===== src/alm_regs.svh =====
// Register offsets, field positions, reset values and timing counts of the alarm status bank
`ifndef ALM_REGS_SVH
`define ALM_REGS_SVH

// Register offsets on the plain access port
`define ALM_OFS_FAIL      8'h04
`define ALM_OFS_STAT      8'h05
`define ALM_OFS_ENA       8'h0A

// Status word field positions
`define ALM_B_ZERO_A      15
`define ALM_B_ZERO_B      14
`define ALM_F_FIFO_A_HI   13
`define ALM_F_FIFO_A_LO   11
`define ALM_F_FIFO_B_HI   10
`define ALM_F_FIFO_B_LO   8
`define ALM_B_SCLK_LOST   7
`define ALM_B_DCLK_LOST   6
`define ALM_B_CLK_GONE    5
`define ALM_B_MISM_A      4
`define ALM_B_MISM_B      3

// Enable register field positions
`define ALM_B_ENA_TWO     3
`define ALM_B_ENA_ONE     2
`define ALM_B_ENA_COLL    1

// Reset values and the midscale override code
`define ALM_RST_FAIL      14'h0000
`define ALM_RST_STAT      13'h0000
`define ALM_RST_ENA       3'h7
`define ALM_MIDSCALE      16'h8000

// Clock loss threshold, doubled per interpolation step
`define ALM_LOSS_BASE     16'h0010

`endif


===== src/alm_pkg.sv =====
// Types shared by the alarm status bank
package alm_pkg;
   typedef logic [15:0] alm_word_t;
   typedef logic [6:0]  alm_lane_t;
   typedef logic [7:0]  alm_addr_t;
endpackage


===== src/alm_status.sv =====
// Alarm and input-check status registers with midscale override of the serializer
`timescale 1ns/100ps
`include "alm_regs.svh"

module alm_status
   import alm_pkg::*;
(
   input  wire logic      ref_clk,
   input  wire logic      rst,
   input  wire alm_addr_t reg_addr,
   input  wire alm_word_t reg_wdata,
   input  wire logic      reg_wr,
   input  wire logic      reg_rd,
   output alm_word_t      reg_rdata,
   input  wire logic [7:0] wr_ptr_a,
   input  wire logic [7:0] wr_ptr_b,
   input  wire logic      fifo_a_two_apart,
   input  wire logic      fifo_a_one_apart,
   input  wire logic      fifo_a_collision,
   input  wire logic      fifo_b_two_apart,
   input  wire logic      fifo_b_one_apart,
   input  wire logic      fifo_b_collision,
   input  wire logic      sample_clk_tick,
   input  wire logic      data_clk_tick,
   input  wire logic [1:0] interp_sel,
   input  wire logic      check_valid,
   input  wire alm_lane_t rx_lane_a,
   input  wire alm_lane_t rx_lane_b,
   input  wire alm_lane_t exp_lane_a,
   input  wire alm_lane_t exp_lane_b,
   input  wire alm_word_t sample_a,
   input  wire alm_word_t sample_b,
   output alm_word_t      output_serializer_a,
   output alm_word_t      output_serializer_b
);

   // Stored state
   logic [13:0] fail_r;
   logic [13:0] fail_nxt;
   logic [12:0] stat_r;
   logic [12:0] stat_nxt;
   logic [2:0]  ena_r;
   logic [2:0]  ena_nxt;
   alm_word_t   rdata_r;
   alm_word_t   ser_a_r;
   alm_word_t   ser_b_r;
   logic [15:0] sclk_cnt_r;
   logic [15:0] dclk_cnt_r;

   // Address decode
   wire logic wr_fail = reg_wr && (reg_addr == `ALM_OFS_FAIL);
   wire logic wr_stat = reg_wr && (reg_addr == `ALM_OFS_STAT);
   wire logic wr_ena  = reg_wr && (reg_addr == `ALM_OFS_ENA);

   // Full status word view; low three bits are reserved zero
   wire alm_word_t stat_word = {stat_r, 3'h0};
   wire alm_word_t fail_word = {2'h0, fail_r};
   wire alm_word_t ena_word  = {12'h000, ena_r, 1'b0};

   // Read data selection, unmapped offsets read zero
   wire alm_word_t rd_mux =
      (reg_addr == `ALM_OFS_FAIL) ? fail_word :
      (reg_addr == `ALM_OFS_STAT) ? stat_word :
      (reg_addr == `ALM_OFS_ENA)  ? ena_word  : 16'h0000;

   // Self-check compare; ports A and B land on upper and lower lanes
   wire alm_lane_t diff_a = check_valid ? (rx_lane_a ^ exp_lane_a) : 7'h00;
   wire alm_lane_t diff_b = check_valid ? (rx_lane_b ^ exp_lane_b) : 7'h00;
   wire logic [13:0] fail_set = {diff_a, diff_b};
   wire logic mism_a = |diff_a;
   wire logic mism_b = |diff_b;

   // A zero pointer never shifts again; only a sync from outside recovers it
   wire logic zero_a = (wr_ptr_a == 8'h00);
   wire logic zero_b = (wr_ptr_b == 8'h00);

   // Pointer proximity events gated by their enables
   wire logic [2:0] fifo_a_set = {fifo_a_collision & ena_r[0],
                                  fifo_a_one_apart & ena_r[1],
                                  fifo_a_two_apart & ena_r[2]};
   wire logic [2:0] fifo_b_set = {fifo_b_collision & ena_r[0],
                                  fifo_b_one_apart & ena_r[1],
                                  fifo_b_two_apart & ena_r[2]};

   // Loss limit scales with interpolation since clocks slow down with it
   wire logic [15:0] loss_limit = `ALM_LOSS_BASE << interp_sel;
   wire logic sclk_lost = (sclk_cnt_r >= loss_limit);
   wire logic dclk_lost = (dclk_cnt_r >= loss_limit);
   wire logic any_lost  = sclk_lost | dclk_lost;

   // Set vector aligned to stat_r bits 12:0 (status word 15:3)
   wire logic [12:0] stat_set = {zero_a, zero_b, fifo_a_set, fifo_b_set,
                                 sclk_lost, dclk_lost, any_lost, mism_a, mism_b};

   // Write keeps bits written one and clears bits written zero; set beats clear
   wire logic [12:0] stat_keep = wr_stat ? reg_wdata[15:3] : 13'h1FFF;
   wire logic [13:0] fail_keep = wr_fail ? reg_wdata[13:0] : 14'h3FFF;

   // Next-state terms for the sticky registers
   always_comb begin
      stat_nxt = (stat_r & stat_keep) | stat_set;
      fail_nxt = (fail_r & fail_keep) | fail_set;
      ena_nxt  = wr_ena ? reg_wdata[`ALM_B_ENA_TWO:`ALM_B_ENA_COLL] : ena_r;
   end

   // Register bank
   always_ff @(posedge ref_clk or posedge rst) begin
      if (rst) begin
         fail_r <= `ALM_RST_FAIL;
         stat_r <= `ALM_RST_STAT;
         ena_r  <= `ALM_RST_ENA;
      end else begin
         fail_r <= fail_nxt;
         stat_r <= stat_nxt;
         ena_r  <= ena_nxt;
      end
   end

   // Read data stand only in the cycle after the strobe
   always_ff @(posedge ref_clk or posedge rst) begin
      if (rst) begin
         rdata_r <= 16'h0000;
      end else begin
         rdata_r <= reg_rd ? rd_mux : 16'h0000;
      end
   end

   // Stop counters; saturate so a dead clock keeps the alarm asserting
   always_ff @(posedge ref_clk or posedge rst) begin
      if (rst) begin
         sclk_cnt_r <= 16'h0000;
         dclk_cnt_r <= 16'h0000;
      end else begin
         if (sample_clk_tick) begin
            sclk_cnt_r <= 16'h0000;
         end else if (sclk_cnt_r != 16'hFFFF) begin
            sclk_cnt_r <= sclk_cnt_r + 16'h0001;
         end
         if (data_clk_tick) begin
            dclk_cnt_r <= 16'h0000;
         end else if (dclk_cnt_r != 16'hFFFF) begin
            dclk_cnt_r <= dclk_cnt_r + 16'h0001;
         end
      end
   end

   // Serializer override holds midscale until software clears the bit
   always_ff @(posedge ref_clk or posedge rst) begin
      if (rst) begin
         ser_a_r <= 16'h0000;
         ser_b_r <= 16'h0000;
      end else begin
         ser_a_r <= stat_r[`ALM_B_CLK_GONE - 3] ? `ALM_MIDSCALE : sample_a;
         ser_b_r <= stat_r[`ALM_B_CLK_GONE - 3] ? `ALM_MIDSCALE : sample_b;
      end
   end

   assign reg_rdata           = rdata_r;
   assign output_serializer_a = ser_a_r;
   assign output_serializer_b = ser_b_r;

   // Failure bit of port A lane lands in upper half
   property p_fail_lane;
      @(posedge ref_clk) disable iff (rst)
      (check_valid && (rx_lane_a[0] != exp_lane_a[0])) |=> fail_r[7];
   endproperty
   a_fail_lane: assert property (p_fail_lane) else $error("port A lane 0 failure lost");

   // Port B mismatch alarm
   property p_mism_b;
      @(posedge ref_clk) disable iff (rst)
      (check_valid && (rx_lane_b != exp_lane_b)) |=> stat_word[`ALM_B_MISM_B];
   endproperty
   a_mism_b: assert property (p_mism_b) else $error("port B mismatch not flagged");

   // Zero pointer on channel A
   property p_zero_a;
      @(posedge ref_clk) disable iff (rst)
      (wr_ptr_a == 8'h00) |=> stat_word[`ALM_B_ZERO_A];
   endproperty
   a_zero_a: assert property (p_zero_a) else $error("channel A zero pointer missed");

   // Zero pointer on channel B
   property p_zero_b;
      @(posedge ref_clk) disable iff (rst)
      (wr_ptr_b == 8'h00) |=> stat_word[`ALM_B_ZERO_B];
   endproperty
   a_zero_b: assert property (p_zero_b) else $error("channel B zero pointer missed");

   // Disabled collision alarm never sets the field on its own
   property p_coll_gate;
      @(posedge ref_clk) disable iff (rst)
      (!ena_r[0] && !stat_word[`ALM_F_FIFO_A_HI]) ##1 !ena_r[0] |-> !stat_word[`ALM_F_FIFO_A_HI];
   endproperty
   a_coll_gate: assert property (p_coll_gate) else $error("collision set while disabled");

   // Channel B two-apart code
   property p_two_b;
      @(posedge ref_clk) disable iff (rst)
      (fifo_b_two_apart && ena_r[2]) |=> stat_word[`ALM_F_FIFO_B_LO];
   endproperty
   a_two_b: assert property (p_two_b) else $error("channel B two-apart missed");

   // Clock gone accompanies either loss alarm
   property p_gone;
      @(posedge ref_clk) disable iff (rst)
      ($rose(stat_word[`ALM_B_SCLK_LOST]) || $rose(stat_word[`ALM_B_DCLK_LOST]))
         |-> stat_word[`ALM_B_CLK_GONE];
   endproperty
   a_gone: assert property (p_gone) else $error("clock gone not set with loss");

   // Sample clock loss after the base count at no interpolation
   property p_sclk_loss;
      @(posedge ref_clk) disable iff (rst)
      (interp_sel == 2'h0 && sclk_cnt_r == 16'h0010) |=> stat_word[`ALM_B_SCLK_LOST];
   endproperty
   a_sclk_loss: assert property (p_sclk_loss) else $error("sample clock loss late");

   // Midscale output while clock gone
   property p_mid;
      @(posedge ref_clk) disable iff (rst)
      stat_word[`ALM_B_CLK_GONE] |=> (output_serializer_a == 16'h8000 &&
                                      output_serializer_b == 16'h8000);
   endproperty
   a_mid: assert property (p_mid) else $error("serializer not at midscale");

   // Sticky without a write to the status word
   property p_sticky;
      @(posedge ref_clk) disable iff (rst)
      (stat_word[`ALM_B_ZERO_A] && !wr_stat) |=> stat_word[`ALM_B_ZERO_A];
   endproperty
   a_sticky: assert property (p_sticky) else $error("sticky alarm dropped");

   // Reserved bits read zero
   property p_rsvd;
      @(posedge ref_clk) disable iff (rst)
      (reg_rd && reg_addr == `ALM_OFS_FAIL) |=> (reg_rdata[15:14] == 2'h0);
   endproperty
   a_rsvd: assert property (p_rsvd) else $error("reserved bits not zero");

   // Port B top lane lands just below the port A half
   property p_fail_lane_b;
      @(posedge ref_clk) disable iff (rst)
      (check_valid && (rx_lane_b[6] != exp_lane_b[6])) |=> fail_r[6];
   endproperty
   a_fail_lane_b: assert property (p_fail_lane_b) else $error("port B lane 6 lost");

   // Port A top lane is the top failure bit
   property p_fail_top;
      @(posedge ref_clk) disable iff (rst)
      (check_valid && (rx_lane_a[6] != exp_lane_a[6])) |=> fail_r[13];
   endproperty
   a_fail_top: assert property (p_fail_top) else $error("port A lane 6 lost");

   // Port A mismatch alarm
   property p_mism_a;
      @(posedge ref_clk) disable iff (rst)
      (check_valid && (rx_lane_a != exp_lane_a)) |=> stat_word[`ALM_B_MISM_A];
   endproperty
   a_mism_a: assert property (p_mism_a) else $error("port A mismatch not flagged");

   // No self-check running, so no new port A mismatch
   property p_mism_quiet;
      @(posedge ref_clk) disable iff (rst)
      (!check_valid && !stat_word[`ALM_B_MISM_A]) |=> !stat_word[`ALM_B_MISM_A];
   endproperty
   a_mism_quiet: assert property (p_mism_quiet) else $error("mismatch without check");

   // Channel A collision lands in the top field bit
   property p_coll_a;
      @(posedge ref_clk) disable iff (rst)
      (fifo_a_collision && ena_r[0]) |=> stat_word[`ALM_F_FIFO_A_HI];
   endproperty
   a_coll_a: assert property (p_coll_a) else $error("channel A collision missed");

   // Channel A one-apart code
   property p_one_a;
      @(posedge ref_clk) disable iff (rst)
      (fifo_a_one_apart && ena_r[1]) |=> stat_word[`ALM_F_FIFO_A_HI - 1];
   endproperty
   a_one_a: assert property (p_one_a) else $error("channel A one-apart missed");

   // Channel B collision
   property p_coll_b;
      @(posedge ref_clk) disable iff (rst)
      (fifo_b_collision && ena_r[0]) |=> stat_word[`ALM_F_FIFO_B_HI];
   endproperty
   a_coll_b: assert property (p_coll_b) else $error("channel B collision missed");

   // Disabled one-apart alarm never sets its bit
   property p_one_gate;
      @(posedge ref_clk) disable iff (rst)
      (!ena_r[1] && !stat_word[`ALM_F_FIFO_A_HI - 1]) |=> !stat_word[`ALM_F_FIFO_A_HI - 1];
   endproperty
   a_one_gate: assert property (p_one_gate) else $error("one-apart set while disabled");

   // Data clock loss at the largest interpolation setting
   property p_dclk_loss;
      @(posedge ref_clk) disable iff (rst)
      (interp_sel == 2'h3 && dclk_cnt_r == 16'h0080) |=> stat_word[`ALM_B_DCLK_LOST];
   endproperty
   a_dclk_loss: assert property (p_dclk_loss) else $error("data clock loss late");

   // Sample clock loss never flagged before its count at interpolation two
   property p_sclk_early;
      @(posedge ref_clk) disable iff (rst)
      (interp_sel == 2'h2 && sclk_cnt_r < 16'h0040 && !stat_word[`ALM_B_SCLK_LOST])
         |=> !stat_word[`ALM_B_SCLK_LOST];
   endproperty
   a_sclk_early: assert property (p_sclk_early) else $error("sample clock loss early");

   // Writing zero to clock gone clears it once both clocks run again
   property p_clear_gone;
      @(posedge ref_clk) disable iff (rst)
      (wr_stat && !reg_wdata[`ALM_B_CLK_GONE] &&
       sclk_cnt_r < 16'h0010 && dclk_cnt_r < 16'h0010) |=> !stat_word[`ALM_B_CLK_GONE];
   endproperty
   a_clear_gone: assert property (p_clear_gone) else $error("clock gone not cleared");

   // Status reserved bits read zero
   property p_rsvd_stat;
      @(posedge ref_clk) disable iff (rst)
      (reg_rd && reg_addr == `ALM_OFS_STAT) |=> (reg_rdata[2:0] == 3'h0);
   endproperty
   a_rsvd_stat: assert property (p_rsvd_stat) else $error("status reserved not zero");

   // Failure bits written zero clear when no check is running
   property p_fail_clear;
      @(posedge ref_clk) disable iff (rst)
      (wr_fail && !check_valid) |=> ((fail_r & ~$past(reg_wdata[13:0])) == 14'h0000);
   endproperty
   a_fail_clear: assert property (p_fail_clear) else $error("failure bits not cleared");

   // Serializer passes samples through once clock gone is clear
   property p_mid_release;
      @(posedge ref_clk) disable iff (rst)
      !stat_word[`ALM_B_CLK_GONE] |=> (output_serializer_a == $past(sample_a) &&
                                       output_serializer_b == $past(sample_b));
   endproperty
   a_mid_release: assert property (p_mid_release) else $error("serializer stuck");

   // Pointer-empty bit written zero drops once the pointer is live again
   property p_zero_clear;
      @(posedge ref_clk) disable iff (rst)
      (wr_stat && !reg_wdata[`ALM_B_ZERO_A] && wr_ptr_a != 8'h00) |=> !stat_word[`ALM_B_ZERO_A];
   endproperty
   a_zero_clear: assert property (p_zero_clear) else $error("pointer-empty not cleared");

endmodule


===== config.mk =====
export PLATFORM = sky130hd
export DESIGN_NAME = alm_status
export DESIGN_NICKNAME = d
export VERILOG_FILES = /design/src/alm_pkg.sv /design/src/alm_status.sv
export VERILOG_INCLUDE_DIRS = /design/src
export SDC_FILE = /design/constraint.sdc
export NUM_CORES = 1
export LEC_CHECK = 0
export ABC_AREA = 0
export BUFFER_PORTS_ARGS = -buffer_cell sky130_fd_sc_hd__buf_4
export CAP_MARGIN = 20
export CORE_UTILIZATION = 55
export DETAILED_ROUTE_END_ITERATION = 10
export PLACE_DENSITY = 0.86
export RECOVER_POWER = 25
export SYNTH_ARGS = -nofsm -noshare
export SYNTH_HDL_FRONTEND = slang
export SYNTH_SLANG_ARGS = --single-unit

===== constraint.sdc =====
create_clock -name ref_clk -period 8.11 [get_ports ref_clk]
set_input_delay 0.811 -clock ref_clk [delete_from_list [all_inputs] [get_ports ref_clk]]
set_output_delay 0.811 -clock ref_clk [all_outputs]
set_load 0.02 [all_outputs]

* After elaboration in Yosys (flattened, before gate mapping)
Cells that the tools add are included.
Word-level totals: bits in registers 110, input port bits 115, word-level logic and storage cells 54
Operators by class: $add $sub $neg 2, $lt $le $gt $ge 2, eq/ne operators 5, shifts and indexed selects 1, multiplexer cells 14, bitwise gates (word level) 13, reductions and logical operators 9
Operators by type and width (number):
- 16-bit 2-to-1 mux | 9
- 16-bit by 1-bit adder with 16-bit output, second input constant | 2
- 16-bit >= comparator | 2
- 16-bit != test, second input constant | 2
- 8-bit by 3-bit == test with 1-bit output, second input constant | 2
- 8-bit logical NOT | 2
- 5-bit by 2-bit << shifter with 16-bit output, first input constant | 1
- 14-bit AND | 1
- 14-bit 2-to-1 mux | 1
- 7-bit 2-to-1 mux | 2
- 14-bit bitwise OR | 1
- 7-bit OR reduction | 2
- 7-bit bitwise XOR | 2
- 13-bit AND | 1
- 13-bit 2-to-1 mux | 1
- 13-bit bitwise OR | 1
- 8-bit by 4-bit == test with 1-bit output, second input constant | 1
- 1-bit AND | 6
- 4-bit 2-to-1 mux | 1
- 2-bit nonzero test | 2
- 1-bit logical AND | 3
- 1-bit bitwise OR | 1

* Logic depth before layout (Yosys ltp)
Gate-level depths: netlist of run 1.
depth in word-level cells 5, mapped depth 6, gate-level depth less buffers 6

* Worst setup path after synthesis of run 1
OpenSTA, ideal clock, no wires.
path kind input-to-reg, from input reg_addr[5], to register ena_r[0], data arrival time 2069 ps, required time 8025 ps, path slack 5956 ps, stages on the path 4, path through or4_4 nor4_4 nand2_2 mux2_1
On the way: word-level cells in the longest chain between the ends 2
RTL lines:
- start, declared | line alm_status.sv:10 | input wire alm_addr_t reg_addr,
- 8-bit by 4-bit == test with 1-bit output (no line)
- 1-bit logical AND | line alm_status.sv:53 | wire logic wr_ena = reg_wr && (reg_addr == `ALM_OFS_ENA);
- end signal, assigned | line alm_status.sv:111 | ena_r <= `ALM_RST_ENA;
- end signal, assigned | line alm_status.sv:115 | ena_r <= ena_nxt;
- end, declared | line alm_status.sv:42 | logic [2:0] ena_r;
Every way passes these cells. A chain may end at the register's enable or synchronous reset.

* Worst setup path after layout of run 1
from input reg_addr[5], to register stat_r[8]
On the way: word-level cells in the longest chain between the ends 5
RTL lines:
- 8-bit by 3-bit == test with 1-bit output (no line)
- 1-bit logical AND | line alm_status.sv:52 | wire logic wr_stat = reg_wr && (reg_addr == `ALM_OFS_STAT);
- 13-bit 2-to-1 mux | line alm_status.sv:96 | wire logic [12:0] stat_keep = wr_stat ? reg_wdata[15:3] : 13'h1FFF;
- 13-bit AND | line alm_status.sv:101 | stat_nxt = (stat_r & stat_keep) | stat_set;
- 13-bit bitwise OR | line alm_status.sv:101
- named net stat_nxt[8] | line alm_status.sv:41 | logic [12:0] stat_nxt;
- end signal, assigned | line alm_status.sv:110 | stat_r <= `ALM_RST_STAT;
- end signal, assigned | line alm_status.sv:114 | stat_r <= stat_nxt;
- end, declared | line alm_status.sv:40 | logic [12:0] stat_r;
The timed path passes the listed nets, and every way through them passes these cells.

==> results of run 1 <==
final timing paths:
check | start | end | cells after the start
min reg2reg | fail_r[8]$_DFF_PP0_ | reg_rdata[8]$_DFF_PP0_ | 1
max | reg_addr[5] | stat_r[8]$_DFF_PP0_ | 5
min in group asynchronous | rst | output_serializer_a[11]$_DFF_PP0_ | 2
min | fail_r[8]$_DFF_PP0_ | reg_rdata[8]$_DFF_PP0_ | 1
max in group asynchronous | rst | ena_r[1]$_DFFE_PP1P_ | 4
max reg2reg | sclk_cnt_r[1]$_DFFE_PP0P_ | sclk_cnt_r[15]$_DFFE_PP0P_ | 5
through the flow:
stage / hold WS (ns) / util (%) / setup WS, ns
after floorplan: 0.446 / - / 4.40
after global placement: 0.464 / 72.0 / 5.68
after detailed placement: 0.465 / 72.0 / 5.54
after CTS: 0.399 / 74.4 / 5.81
after global routing: 0.503 / 74.7 / 5.78
final: 0.478 / 74.7 / 5.89
routing by layer:
metal / global-route usage (%) / share of wire (%) / vias up
met5: 0 / 0 / -
met4: 8.37 / 1.6 / 0
met3: 4.10 / 5.9 / 18
met2: 48.4 / 53 / 174
met1: 34.4 / 40 / 2090
li1: - / - / 2041
final cells by class:
class                           count  area, um2  share of cell area, %
Multi-Input combinational cell    346       2140                   32.7
Inverter                           13       50.0                  0.764
Clock inverter                      7       81.3                   1.24
Tap cell                          108        135                   2.06
Sequential cell                   110       2760                   42.1
Clock buffer                        9        124                   1.89
Timing Repair Buffer              166       1260                   19.2
synth_stat cells, drive strengths merged (5+ instances only):
library cell,instances
nand2,63
o31ai,10
or4,13
xor2,14
nor2,24
clkbuf,11
nand4,10
o21ai,42
and3,5
ha,12
nor3,15
nand3,14
a22o,10
a21oi,20
dfrtp,107
mux2i,5
nor4,10
buf,5
nor2b,35
inv,13
or3,9
report_power, final:
| group | internal [mW] | total [mW] | switching [mW] |
|---|---|---|---|
| clock | 0.147 | 0.342 | 0.195 |
| combinational | 0.0550 | 0.104 | 0.0489 |
| sequential | 0.565 | 0.575 | 0.0106 |
worst max-delay path, delay by kind of cell:
kind            cells  cell delay (ns)
compound gates      1             0.45
simple gates        3             1.09
buf+inv             1             0.11
cell families after synthesis:
group / Yosys count / synth area share (%)
buf+inv: 29 / 2.39
compound gates: 93 / 11.1
flops: 110 / 54.9
mux: 9 / 1.89
fa+ha+maj: 12 / 2.99
xor+xnor: 16 / 2.79
simple gates: 216 / 23.9
state kept, by name (all words and copies together), names as in the netlist:
| name | cells |
|---|---|
| fail_r | 14 |
| dclk_cnt_r | 16 |
| ena_r | 3 |
| reg_rdata | 16 |
| sclk_cnt_r | 16 |
| output_serializer_a | 16 |
| output_serializer_b | 16 |
| stat_r | 13 |
==> impl_metrics.py, run 1 <==
metrics = {
    "clock_network": {
        "clk_latency_ns": 0.37,
        "clock-root-buffer": "clkbuf_8",
        "cts_buffers": 9,
        "cts_setup_buffers": 0,
        "clock-sinks": 110,
        "cts_tree": "done",
        "cts_buffer_depth": 2,
        "hold_buffers": 0,
        "cts_resized": 0,
        "htree_levels": 3,
        "clk_pin_slew_ns": 0.11,
    },
    "finish": {
        "design_area_um2": 6550,
        "drive_above_1_share_pct": 30.3,
        "fin_nets": 773,
        "layout_common_cells": "buf_4 (162), dfrtp_1 (107), nand2_1 (62)",
        "antenna_cells": 0,
        "final_common_cell": "buf_4",
        "area_delta_synth_final_pct": 30.5,
        "nFillCells": 621,
        "fin_cells": 759,
    },
    "grt": {
        "grtUsageTotal_pct": 27.3,
        "antenna_found_initial": 0,
        "first_global_vias": 4303,
        "grt_max_degree": 84,
        "grt_pass1_wl_um": 20700,
        "overflow": 0,
    },
    "setup_path": {
        "crit_required_ns": 8.37,
        "worstPathArrival_ns": 2.48,
        "path_cells": "buf_4 > nor4_1 > nand4_1 > o21ai_0 > nand2_1",
        "start_kind": "input pin",
        "crit_type": "in -> reg",
        "path_max_fanout": 13,
        "cp_slowest_cell": "nand4_1",
        "critPathCaptureType": "flip-flop",
        "reg2reg_slack_ns": 6.05,
        "max_stage_delay_ns": 0.58,
    },
    "sta": {
        "slew_headroom_pct": 9.69,
        "finalClockSkew_ns": 0.0154,
        "worst_slew_pin_slew_ns": 1.35,
        "clock.fmax_mhz": 451,
        "setup_viol": 0,
        "post-route-min-period_ns": 2.22,
        "hold_violations": 0,
        "rsz0062_at_grt": "no",
        "tns_ns": 0,
        "maxSlewViolCount": 0,
        "finalCritPeriodShare_pct": 27.4,
    },
    "place": {
        "placement.cell_area_um2": 6310,
        "port_buffers": 162,
        "gp_congestion": 0.853,
        "place_hpwl_um": 9270,
        "place_inst": 740,
    },
    "power": {
        "pwr_density_cell_nw_per_um2": 156,
        "p_leak_nw": 2.99,
        "max-vdd-ir-drop_mv": 0.132,
        "p_total_mw": 1.02,
    },
    "floorplanning": {
        "die_area_um2": 9520,
        "die_width_um": 97.5,
        "num_rows": 34,
        "dieHeight_um": 97.5,
        "core_area_um2": 8760,
        "io_pins": 163,
        "initial_utilization_pct": 57.3,
    },
    "drt": {
        "num_vias": 4323,
        "wl_per_cell_um": 16.7,
        "drt_pass1_iterations": 5,
        "drt_iter0_drc": 204,
        "ant_nets": 0,
        "via_per_inst": 5.70,
        "drc": 0,
        "wl_um": 12700,
    },
    "yosys": {
        "avgSynthCellArea_um2": 10.4,
        "synth-main-ff-cell": "dfrtp_1",
        "async_flop_share_pct": 100,
        "synth_edf_count": 0,
        "ys_seq_elements": 110,
        "yosys_warnings": 0,
        "syn_inst": 485,
        "yosysUniqueCellTypes": 50,
        "yosysSeqAreaShare_pct": 54.9,
        "synth_area_um2": 5020,
        "yosysTopAreaCellShare_pct": 53.3,
        "yosys.area.top_type": "dfrtp_1",
        "synthTopCellsByArea": "dfrtp_1 (53%), nand2_1 (4.6%), nor2b_1 (4.4%)",
        "syn-num-nets": 612,
    },
    "flow_run": {
        "max_cap_violations": 0,
    },
    "worst_hold_path": {
        "hold_class": "reg -> reg",
    },
    "outcome": {
        "outcome": "complete, no violations",
    },
}
No activity file was read; power rests on OpenSTA's default activity.
==> run 2: changes to the inputs <==
--- a/config.mk
+++ b/config.mk
@@ -6,12 +6,12 @@
 export SDC_FILE = /design/constraint.sdc
 export NUM_CORES = 1
 export LEC_CHECK = 0
-export ABC_AREA = 0
+export ABC_AREA = 1
 export BUFFER_PORTS_ARGS = -buffer_cell sky130_fd_sc_hd__buf_4
 export CAP_MARGIN = 20
-export CORE_UTILIZATION = 55
+export CORE_UTILIZATION = 52
 export DETAILED_ROUTE_END_ITERATION = 10
-export PLACE_DENSITY = 0.86
+export PLACE_DENSITY = 0.8
 export RECOVER_POWER = 25
 export SYNTH_ARGS = -nofsm -noshare
 export SYNTH_HDL_FRONTEND = slang
==> constraint.sdc (replaced) <==
create_clock -name ref_clk -period 2.15 [get_ports ref_clk]
set_input_delay 0.215 -clock ref_clk [delete_from_list [all_inputs] [get_ports ref_clk]]
set_output_delay 0.215 -clock ref_clk [all_outputs]
set_load 0.02 [all_outputs]
==> run 2 against run 1 <==
Effect of this change:
- via count increased by 15%
- power grew to 3.7 times the previous value
- critical path type is now in -> async
- largest power group unchanged
- setup slack lost 5.4 ns
- final area increased by 6.4%
==> impl_metrics.py, run 2 <==
metrics = {
    "outcome": {
        "outcome": "complete, no violations",
    },
    "yosys": {
        "synth_most_common_cell": "nand2_1",
        "yosys.area.top_type": "dfrtp_1",
        "synth-main-ff-cell": "dfrtp_1",
        "ys_seq_elements": 110,
        "syn-num-nets": 810,
        "async_flop_share_pct": 100,
        "synth_common_cells": "nand2_1 (199), dfrtp_1 (107), inv_1 (90)",
        "syn_inst": 683,
        "synth_edf_count": 0,
        "yosysSeqAreaShare_pct": 50.7,
        "synthTopCellsByArea": "dfrtp_1 (49%), nand2_1 (14%), inv_1 (6.2%)",
        "avgSynthCellArea_um2": 7.97,
        "synth_area_um2": 5440,
        "yosysUniqueCellTypes": 32,
        "yosys_warnings": 0,
        "yosysTopAreaCellShare_pct": 49.2,
    },
    "power": {
        "max-vdd-ir-drop_mv": 0.381,
        "p_leak_nw": 3.73,
        "pwr_density_cell_nw_per_um2": 538,
    },
    "sta": {
        "post-route-min-period_ns": 1.70,
        "clock.fmax_mhz": 588,
        "hold_violations": 0,
        "finalClockSkew_ns": 0.00885,
        "tns_ns": 0,
        "setup_viol": 0,
        "worst_slew_pin_slew_ns": 1.04,
        "slew_headroom_pct": 30.8,
        "maxSlewViolCount": 0,
        "finalCritPeriodShare_pct": 79.2,
        "rsz0062_at_grt": "no",
    },
    "floorplanning": {
        "initial_utilization_pct": 54.7,
        "num_rows": 36,
        "io_pins": 163,
        "die_area_um2": 10900,
        "core_area_um2": 9950,
        "dieHeight_um": 104,
        "die_width_um": 104,
    },
    "setup_path": {
        "critPathCaptureType": "asynchronous set/reset pin",
        "reg2reg_slack_ns": 0.46,
        "path_max_fanout": 31,
        "start_kind": "input pin",
        "crit_required_ns": 2.59,
        "crit_type": "in -> async",
        "worstPathArrival_ns": 2.14,
    },
    "grt": {
        "antenna_found_initial": 0,
        "grtUsageTotal_pct": 25.9,
        "overflow": 0,
        "first_global_vias": 4890,
        "grt_max_degree": 46,
        "grt_pass1_wl_um": 22300,
    },
    "clock_network": {
        "clk_pin_slew_ns": 0.10,
        "hold_buffers": 1,
        "htree_levels": 3,
        "clk_latency_ns": 0.38,
        "clock-root-buffer": "clkbuf_8",
        "clock-sinks": 110,
        "cts_buffer_depth": 2,
        "cts_setup_buffers": 0,
        "cts_tree": "done",
        "cts_buffers": 9,
        "cts_resized": 0,
    },
    "drt": {
        "wl_per_cell_um": 13.3,
        "drt_iter0_drc": 237,
        "num_vias": 4971,
        "via_per_inst": 5.04,
        "drt_pass1_iterations": 5,
        "wl_um": 13100,
        "drc": 0,
        "ant_nets": 0,
    },
    "worst_hold_path": {
        "hold_class": "in -> reg",
    },
    "flow_run": {
        "max_cap_violations": 0,
    },
    "finish": {
        "design_area_um2": 6970,
        "final_common_cell": "nand2_1",
        "antenna_cells": 0,
        "area_delta_synth_final_pct": 28.2,
        "layout_common_cells": "nand2_1 (200), buf_4 (162), dfrtp_1 (107)",
        "fin_nets": 976,
        "nFillCells": 816,
        "drive_above_1_share_pct": 26.8,
        "utilization_pct": 70.0,
    },
    "place": {
        "gp_congestion": 0.914,
        "port_buffers": 162,
        "placement.cell_area_um2": 6810,
        "place_hpwl_um": 10000,
    },
}
-- run 2: cell types whose count changed after synthesis, moves of 27 or more --
cell and change:
nand2_1 +137, inv_1 +77, nand3_1 +52, nor2_1 +49, nor2b_1 -35, o21ai_0 -27
-- run 2: where the power goes --
group | leakage [nW] | internal (mW) | switching, mW
combinational | 2.25 | 0.205 | 0.203
sequential | 1.40 | 2.13 | 0.0382
clock | 0.0879 | 0.464 | 0.711
total | 3.73 | 2.80 | 0.952
-- run 2: final timing paths --
kind	from	endpoint	cells past startpoint
setup / recovery	rst	dclk_cnt_r[8]$_DFFE_PP0P_	4
hold / removal	sample_b[15]	output_serializer_b[15]$_DFF_PP0_	2
setup reg to reg	sclk_cnt_r[0]$_DFFE_PP0P_	sclk_cnt_r[1]$_DFFE_PP0P_	5
hold reg to reg	stat_r[8]$_DFF_PP0_	stat_r[8]$_DFF_PP0_	2
max in group ref_clk	sclk_cnt_r[0]$_DFFE_PP0P_	sclk_cnt_r[1]$_DFFE_PP0P_	5
min in group asynchronous	rst	fail_r[4]$_DFF_PP0_	3
-- run 2: kinds of logic after synthesis --
group | Yosys count | share of synthesized area, %
buffers and inverters | 106 | 7.87
AO/OA/AOI/OAI | 55 | 6.03
adder cells (fa/ha/maj) | 12 | 2.76
AND/OR/NAND/NOR | 399 | 32.5
XOR/XNOR | 1 | 0.161
flip-flops | 110 | 50.7
-- run 2: critical path, stage by stage --
cell and delay [ns]:
dlygate4sd3_1 0.54, clkbuf_4 0.14, clkinvlp_2 0.53, clkbuf_2 0.71
-- run 2: cell type report --
type | instances | area [um2] | area share [%]
Sequential cell | 110 | 2760 | 39.5
Multi-Input combinational cell | 467 | 2250 | 32.3
Timing Repair Buffer | 169 | 1270 | 18.2
Inverter | 92 | 347 | 4.97
Tap cell | 133 | 166 | 2.39
Clock buffer | 11 | 141 | 2.03
Clock inverter | 5 | 40.0 | 0.574
-- run 2: layer usage --
layer / GRT usage (%) / vias up / wire length (um)
met1: 31.8 / 2310 / 5350
met2: 44.2 / 153 / 6690
li1: - / 2487 / -
met3: 6.89 / 21 / 792
met5: 0 / - / 0
met4: 8.16 / 0 / 243
-- run 2: stage by stage --
stage               hold WS, ns  setup slack, ns  power [mW]  cells
floorplan                 0.312            0.608        2.38    683
global placement          0.265            0.553        2.61    969
detailed placement        0.281            0.471        2.63    969
CTS                    0.000642            0.453        3.79    986
global route           0.000940            0.179        3.91    987
finish                   0.0160            0.448        3.75    987
